===== src/logic/scrc_pkg.sv =====
// constants for the system clock and reset control block
// assumes an APB master on one clock; offsets are byte addresses (index times four)
// Notes on behaviour
// - clock gate bit set passes peripheral clock
// - gate bit 1 reads one, ignores writes
// - short I/O takes low six bits only
// - high location bits 1:0 give 23:22
// - low location holds address bits 21:6
// - location pair resets to all ones
// - new location used six cycles after the write
// - moved location plus external bit blocks debug
// - system clocks run at half master clock
// - run mode keeps core and peripheral clocks active; gate enables follow gates_reg once the reset sequence reaches RS_PERIPH
// - wait stops core, interrupt wakes it
// - stop gates clocks, woken by CAN activity, external interrupt or any reset source
// - peripherals clocked from peripheral bus clock
// - control write disables stop and wait
// - four reset sources, two async two sync
// - power-on reset while any detector low
// - reset phases 64, 32, 32, 32 clocks
// - reset released only on clock edge
`default_nettype none
package scrc_pkg;
    localparam logic [7:0]  OFS_CONTROL   = 8'h00;
    localparam logic [7:0]  OFS_STATUS    = 8'h04;
    // register indices; the bus address is four times the index
    localparam logic [7:0]  IDX_GATES     = 8'h0c;
    localparam logic [7:0]  IDX_LOC_HIGH  = 8'h0d;
    localparam logic [7:0]  IDX_LOC_LOW   = 8'h0e;
    localparam logic [7:0]  OFS_GATES     = {IDX_GATES[5:0], 2'b00};
    localparam logic [7:0]  OFS_LOC_HIGH  = {IDX_LOC_HIGH[5:0], 2'b00};
    localparam logic [7:0]  OFS_LOC_LOW   = {IDX_LOC_LOW[5:0], 2'b00};
    localparam logic [15:0] GATES_RESET   = 16'hffff;
    localparam logic [15:0] GATES_FIXED   = 16'hc000 | 16'h0800 | 16'h0200 | 16'h0080 | 16'h0002;
    localparam logic [15:0] LOC_RESET     = 16'hffff;
    localparam logic [15:0] LOC_HIGH_ONES = 16'hfffc;
    localparam int          BIT_SP1       = 3;
    localparam int          BIT_SP0       = 2;
    localparam int          BIT_PWM       = 0;
    localparam int          CTL_SWRST     = 0;
    localparam int          CTL_TMPDIS    = 1;
    localparam int          CTL_PERMDIS   = 2;
    localparam int          LOC_DELAY     = 5;
    localparam logic [6:0]  CNT_STAB      = 7'd64;
    localparam logic [6:0]  CNT_PHASE     = 7'd32;
    typedef enum logic [1:0] {PM_RUN, PM_WAIT, PM_STOP} scrc_mode_t;
    typedef enum logic [2:0] {RS_HOLD, RS_STAB, RS_CLK, RS_PERIPH, RS_CORE, RS_DONE}
        scrc_rst_t;
endpackage
`default_nettype wire


===== src/logic/scrc_top.sv =====
// system clock gating, short I/O address location, power modes, reset sequencer
// assumes async reset sources already brought to the system clock by the pad logic
//
// Register access over APB was decided locally.
`default_nettype none
module scrc_top
    import scrc_pkg::*;
(
    input  wire logic        SYSTEM_CLOCK,
    input  wire logic        RST,
    input  wire logic        MASTER_CLK_EN,
    input  wire logic        EXT_RESET,
    input  wire logic        POR_DET_LOW,
    input  wire logic        WDOG_RESET,
    input  wire logic        CORE_STOP_REQ,
    input  wire logic        CORE_WAIT_REQ,
    input  wire logic        PERIPH_IRQ,
    input  wire logic        EXT_IRQ,
    input  wire logic        CAN_ACTIVITY,
    input  wire logic        EXTERNAL_MEMORY_BIT,
    input  wire logic [5:0]  SHORT_IO_OFFSET,
    input  wire logic        PSEL,
    input  wire logic        PENABLE,
    input  wire logic        PWRITE,
    input  wire logic [7:0]  PADDR,
    input  wire logic [31:0] PWDATA,
    output logic [31:0]      PRDATA,
    output logic             PREADY,
    output logic             PSLVERR,
    output logic [23:0]      SHORT_IO_ADDRESS,
    output logic             DEBUG_ACCESS_OK,
    output logic             CORE_CLK_EN,
    output logic             PERIPH_CLK_EN,
    output logic [15:0]      PERIPH_GATE_EN,
    output logic             CHIP_RESET,
    output logic             PERIPH_RESET,
    output logic             CORE_RESET
);
    logic [15:0] gates_reg;
    logic [15:0] loc_high_reg;
    logic [15:0] loc_low_reg;
    logic [17:0] loc_pipe_reg [LOC_DELAY];
    logic        tmp_dis_reg;
    logic        perm_dis_reg;
    logic        sw_rst_reg;
    logic        div_reg;
    scrc_mode_t  mode_reg;
    scrc_rst_t   rst_state_reg;
    logic [6:0]  rst_cnt_reg;
    logic        wr_en;
    logic        rd_en;
    logic        addr_ok;
    logic        any_src;
    logic        run_ok;
    logic [31:0] rd_data;

    assign wr_en   = PSEL && PENABLE && PWRITE;
    assign rd_en   = PSEL && PENABLE && !PWRITE;
    assign addr_ok = PADDR == OFS_CONTROL || PADDR == OFS_STATUS || PADDR == OFS_GATES
                  || PADDR == OFS_LOC_HIGH || PADDR == OFS_LOC_LOW;
    // software reset is synchronous, the others arrive level
    assign any_src = EXT_RESET || POR_DET_LOW || WDOG_RESET || sw_rst_reg;
    assign run_ok  = rst_state_reg == RS_DONE;

    always_comb begin
        rd_data = 32'h0000_0000;
        case (PADDR)
            OFS_CONTROL:  rd_data = {29'h0, perm_dis_reg, tmp_dis_reg, 1'b0};
            OFS_STATUS:   rd_data = {24'h0, 2'h0, rst_state_reg, 1'b0, mode_reg};
            OFS_GATES:    rd_data = {16'h0, gates_reg | GATES_FIXED};
            OFS_LOC_HIGH: rd_data = {16'h0, loc_high_reg | LOC_HIGH_ONES};
            OFS_LOC_LOW:  rd_data = {16'h0, loc_low_reg};
            default:      rd_data = 32'h0000_0000;
        endcase
    end

    always_ff @(posedge SYSTEM_CLOCK) begin
        if (RST) begin
            PRDATA  <= 32'h0000_0000;
            PREADY  <= 1'b0;
            PSLVERR <= 1'b0;
        end else begin
            PREADY  <= PSEL && !PENABLE;
            PSLVERR <= PSEL && !PENABLE && !addr_ok;
            if (PSEL && !PENABLE) begin
                PRDATA <= rd_data;
            end
        end
    end

    // registers take effect when PREADY is seen high with the access phase
    always_ff @(posedge SYSTEM_CLOCK) begin
        if (RST) begin
            gates_reg    <= GATES_RESET;
            loc_high_reg <= LOC_RESET;
            loc_low_reg  <= LOC_RESET;
        end else if (wr_en && PREADY) begin
            if (PADDR == OFS_GATES) begin
                gates_reg <= PWDATA[15:0] | GATES_FIXED;
            end
            if (PADDR == OFS_LOC_HIGH) begin
                loc_high_reg <= PWDATA[15:0] | LOC_HIGH_ONES;
            end
            if (PADDR == OFS_LOC_LOW) begin
                loc_low_reg <= PWDATA[15:0];
            end
        end
    end

    // permanent disable survives until reset only
    always_ff @(posedge SYSTEM_CLOCK) begin
        if (RST) begin
            tmp_dis_reg  <= 1'b0;
            perm_dis_reg <= 1'b0;
            sw_rst_reg   <= 1'b0;
        end else begin
            sw_rst_reg <= wr_en && PREADY && PADDR == OFS_CONTROL && PWDATA[CTL_SWRST];
            if (wr_en && PREADY && PADDR == OFS_CONTROL) begin
                tmp_dis_reg  <= PWDATA[CTL_TMPDIS];
                perm_dis_reg <= perm_dis_reg || PWDATA[CTL_PERMDIS];
            end
        end
    end

    // location value travels a five stage pipeline before use
    genvar gi;
    generate
        for (gi = 0; gi < LOC_DELAY; gi++) begin : g_pipe
            // first stage elaborated apart so no stage indexes below zero
            if (gi == 0) begin : g_head
                always_ff @(posedge SYSTEM_CLOCK) begin
                    if (RST) begin
                        loc_pipe_reg[gi] <= 18'h3ffff;
                    end else begin
                        loc_pipe_reg[gi] <= {loc_high_reg[1:0], loc_low_reg};
                    end
                end
            end else begin : g_tail
                always_ff @(posedge SYSTEM_CLOCK) begin
                    if (RST) begin
                        loc_pipe_reg[gi] <= 18'h3ffff;
                    end else begin
                        loc_pipe_reg[gi] <= loc_pipe_reg[gi-1];
                    end
                end
            end
        end
    endgenerate

    always_ff @(posedge SYSTEM_CLOCK) begin
        if (RST) begin
            SHORT_IO_ADDRESS <= 24'hffffff;
            DEBUG_ACCESS_OK  <= 1'b1;
        end else begin
            SHORT_IO_ADDRESS <= {loc_pipe_reg[LOC_DELAY-1], SHORT_IO_OFFSET};
            DEBUG_ACCESS_OK  <= !(loc_pipe_reg[LOC_DELAY-1] != 18'h3ffff
                                  && EXTERNAL_MEMORY_BIT);
        end
    end

    // system clock enable toggles at half the master rate
    always_ff @(posedge SYSTEM_CLOCK) begin
        if (RST) begin
            div_reg <= 1'b0;
        end else if (MASTER_CLK_EN) begin
            div_reg <= !div_reg;
        end
    end

    always_ff @(posedge SYSTEM_CLOCK) begin
        if (RST || any_src) begin
            mode_reg <= PM_RUN;
        end else begin
            case (mode_reg)
                PM_RUN: begin
                    if (CORE_STOP_REQ && !tmp_dis_reg && !perm_dis_reg) begin
                        mode_reg <= PM_STOP;
                    end else if (CORE_WAIT_REQ && !tmp_dis_reg && !perm_dis_reg) begin
                        mode_reg <= PM_WAIT;
                    end
                end
                PM_WAIT: if (PERIPH_IRQ) begin
                    mode_reg <= PM_RUN;
                end
                // resets also leave stop via any_src
                PM_STOP: if (CAN_ACTIVITY || EXT_IRQ) begin
                    mode_reg <= PM_RUN;
                end
                default: mode_reg <= PM_RUN;
            endcase
        end
    end

    always_ff @(posedge SYSTEM_CLOCK) begin
        if (RST) begin
            CORE_CLK_EN    <= 1'b0;
            PERIPH_CLK_EN  <= 1'b0;
            PERIPH_GATE_EN <= 16'h0000;
        end else begin
            CORE_CLK_EN    <= div_reg && mode_reg == PM_RUN;
            PERIPH_CLK_EN  <= div_reg && mode_reg != PM_STOP;
            PERIPH_GATE_EN <= {16{div_reg && mode_reg != PM_STOP
                                && rst_state_reg >= RS_PERIPH}} & gates_reg;
        end
    end

    // phases step on the clock edge; any source restarts the count
    always_ff @(posedge SYSTEM_CLOCK) begin
        if (RST || any_src) begin
            rst_state_reg <= RS_HOLD;
            rst_cnt_reg   <= 7'd0;
        end else begin
            case (rst_state_reg)
                RS_HOLD: begin
                    rst_state_reg <= RS_STAB;
                    rst_cnt_reg   <= CNT_STAB - 7'd1;
                end
                RS_STAB, RS_CLK, RS_PERIPH, RS_CORE: begin
                    if (rst_cnt_reg == 7'd0) begin
                        rst_state_reg <= scrc_rst_t'(rst_state_reg + 3'd1);
                        rst_cnt_reg   <= CNT_PHASE - 7'd1;
                    end else begin
                        rst_cnt_reg <= rst_cnt_reg - 7'd1;
                    end
                end
                RS_DONE: rst_cnt_reg <= 7'd0;
                default: rst_state_reg <= RS_HOLD;
            endcase
        end
    end

    always_ff @(posedge SYSTEM_CLOCK) begin
        if (RST) begin
            CHIP_RESET   <= 1'b1;
            PERIPH_RESET <= 1'b1;
            CORE_RESET   <= 1'b1;
        end else begin
            CHIP_RESET   <= rst_state_reg <= RS_STAB || any_src;
            PERIPH_RESET <= rst_state_reg <= RS_CLK || any_src;
            CORE_RESET   <= !run_ok || any_src;
        end
    end
endmodule
`default_nettype wire

===== config.mk =====
export PLATFORM = sky130hd
export DESIGN_NAME = scrc_top
export DESIGN_NICKNAME = d
export VERILOG_FILES = /design/src/logic/scrc_pkg.sv /design/src/logic/scrc_top.sv
export SDC_FILE = /design/constraint.sdc
export NUM_CORES = 1
export LEC_CHECK = 0
export BUFFER_PORTS_ARGS = -buffer_cell sky130_fd_sc_hd__buf_2
export CORE_MARGIN = 2
export CORE_UTILIZATION = 45
export CTS_BUF_LIST = sky130_fd_sc_hd__clkbuf_16
export DETAILED_ROUTE_END_ITERATION = 6
export GPL_TIMING_DRIVEN = 0
export HOLD_SLACK_MARGIN = 0.05
export PLACE_DENSITY_LB_ADDON = 0.2
export SYNTH_ARGS = -nofsm -noshare
export SYNTH_HDL_FRONTEND = slang
export SYNTH_SLANG_ARGS = --single-unit

===== constraint.sdc =====
create_clock -name SYSTEM_CLOCK -period 3.3 [get_ports SYSTEM_CLOCK]
set_input_delay 0.33 -clock SYSTEM_CLOCK [delete_from_list [all_inputs] [get_ports SYSTEM_CLOCK]]
set_output_delay 0.33 -clock SYSTEM_CLOCK [all_outputs]
set_load 0.02 [all_outputs]

==> results.yml <==
power_and_ir_drop:
  p_leak_nw: 3.22
  powerDensity_mw_per_mm2: 570
  max-vdd-ir-drop_v: 0.000439
routing:
  routedWlPerCell_um: 14.1
  drt-pass1-iter-count: 4
  dr_total_vias: 4729
  drc: 0
  wirelength_um: 13700
  avgViaCountPerCell: 4.88
  ant_nets: 0
  drt_iter0_drc: 276
logic_synthesis:
  synth_common_cells: "dfxtp_1, or2_2, a211o_1"
  synth_edf_count: 0
  synth_top_family_by_area: "simple AND/OR/NAND/NOR gates"
  synth_seq_cells: 193
  ys.flop_type: "dfxtp_1"
  synth-xor-area-share_pct: 0.132
  synth_seq_area_share_pct: 58.3
  async_reset_ff_share_pct: 0
  synth_cell_types: 55
  yosysMostFrequentCell: "dfxtp_1"
  synth.mux.area_fraction_pct: 0.472
  synth-compound-area-share_pct: 12.0
  netlist_area_mm2: 0.00663
  synth-simple-area-share_pct: 22.4
  synthAdderAreaFrac_pct: 1.13
  synth_area_leader_cell: "dfxtp_1"
  yosysTopAreaCellShare_pct: 58.3
  synthCells: 632
  synth_area_leaders: "dfxtp_1, or2_2, a211o_1"
  synth_area_per_cell_um2: 10.5
  ys_warn_count: 0
place:
  gp_congestion: 0.856
  pre_cts_slack_ns: 1.35
  place_hpwl_um: 10200
  port_buffers: 107
setup_path:
  critical_path_buf_inv_count: 1
  critPathLaunchType: "flip-flop"
  critPathArrivalTime_ns: 2.39
  cpPeakStageDelay_ns: 0.63
  path_delay_family: "compound AO/OA/AOI/OAI gates"
  cp-end-kind: "flip-flop"
  crit_type: "flip-flop to flip-flop"
  critPathMaxFanout: 8
  crit_path_cell_trace: "inv_1 -> ha_1 -> nor2b_1 -> a221oi_1 -> o21ai_0 -> a21oi_1"
  worstPathRequired_ns: 3.66
  crit_slowest_cell: "a221oi_1"
cells_and_area:
  final_layout_size_suffix_gt1_share_pct: 37.7
  largest_register_ffs: 90
  nets: 840
  insertedDiodeCount: 0
  synthToLayoutAreaGrowth_pct: 21.7
clock_tree:
  post_cts_resize_count: 0
  insertion_delay_ns: 0.43
  clkSinkCount: 193
  cts_root_buf: "clkbuf_16"
  path_clk_slew_ns: 0.08
  cts_made_buffers: 17
  post-cts-setup-buffers: 0
  cts_buffer_depth: 2
  htreeDepth: 4
  cts_tree: "yes"
  hold_buffers: 0
die:
  die_h_um: 125
  row_count: 44
  start_util_pct: 45.8
  core_area_mm2: 0.0145
  ios: 141
  die-area_mm2: 0.0157
  die_x_um: 125
job:
  cap_violations: 0
sta:
  maxSlewHeadroom_pct: 49.6
  final-max-slew-violation-count: 0
  finalWorstSetupSlack_ns: 1.26
  fmax_mhz: 491
  hold_viol_final: 0
  fin_skew_ns: 0.0128
  setup-violations-final: 0
  timing.final.crit_period_ns: 2.04
  rsz0062_at_grt: "false"
  setup_tns_ns: 0
  fin_crit_sh_pct: 61.7
  tightest_slew_ns: 0.756
global_routing:
  grt_use_total_pct: 17.7
  first_global_vias: 4493
  grt_max_degree: 21
  grt-ovfl-total: 0
  grt_first_pass_wirelength_um: 22300
  antenna_found_initial: 0
outcome:
  status: "finished clean"
worst_hold_path:
  hold_path.class: "input port to flip-flop"
final cells by class:
type / count / area (um^2)
sequential: 193 / 3860
inverter: 14 / 52.6
clock inverter: 15 / 190
tap: 184 / 230
multi-input combinational: 386 / 2450
fill: 1292 / 6410
buffer: 54 / 315
clock buffer: 17 / 425
timing repair buffer: 107 / 536
metal layers:
metal / vias to the layer above / track usage (%) / routed length (um)
met5: - / 0 / 0
met4: 0 / 6.54 / 186
met3: 16 / 5.01 / 686
met2: 128 / 29.3 / 6600
met1: 2198 / 22.2 / 6210
li1: 2387 / - / -
layout by cell type (no fill, tap or decap), types with 4 or more instances in the layout:
master       n
nor2b_1     27
a31oi_1      6
ha_1         6
a21oi_1     19
nand4_1      6
a22o_1      12
dfxtp_1    193
buf_4       24
o21ai_0     21
conb_1      16
clkbuf_1    22
or2_2      117
buf_2      113
nand2_1     20
a211o_1     28
and2_1      16
nor2_1      26
inv_1       14
nor3_1      11
clkbuf_16   17
inv_6        5
clkinv_8     4
metrics by stage:
stage	hold WS [ns]	power (mW)	instances	utilization [%]	area (um^2)
finish	0.0868	4.59	970	55.7	8070
global route	0.0745	4.77	970	55.7	8070
CTS	0.0652	4.64	970	55.7	8070
detailed placement	0.392	2.59	938	51.5	7450
global placement	0.391	2.59	938	51.5	7450
floorplan	0.389	2.52	647	-	6680
worst reg2reg max path, delay by kind of cell, from the launching register on:
kind | cells | cell delay (ns)
AOI/OAI and AO/OA | 3 | 0.99
DFF | 1 | 0.37
adders and majority gates | 1 | 0.34
buffers and inverters | 1 | 0.14
and+or+nand+nor | 1 | 0.14
cells by family after synthesis:
kind of cell,after synthesis
buffers and inverters,68
multiplexers,3
AO/OA/AOI/OAI,111
AND/OR/NAND/NOR,249
XOR/XNOR,1
adder cells (fa/ha/maj),6
other,1
flip-flops,193
report_power, final:
part	switching (mW)	internal, mW
registers	0.00584	2.34
logic	0.125	0.0715
clock network	0.960	1.09
worst paths after layout:
kind	from	to	slack, ns	depth (start not counted)
max	rst_state_reg[1]	rst_state_reg[1]	1.26	6
min	SHORT_IO_OFFSET[4]	SHORT_IO_ADDRESS[4]	0.09	2
max reg2reg	rst_state_reg[1]	rst_state_reg[1]	1.26	6
min reg2reg	loc_pipe_reg[3][3]	loc_pipe_reg[4][3]	0.40	1
(Power assumes the default switching activity.)
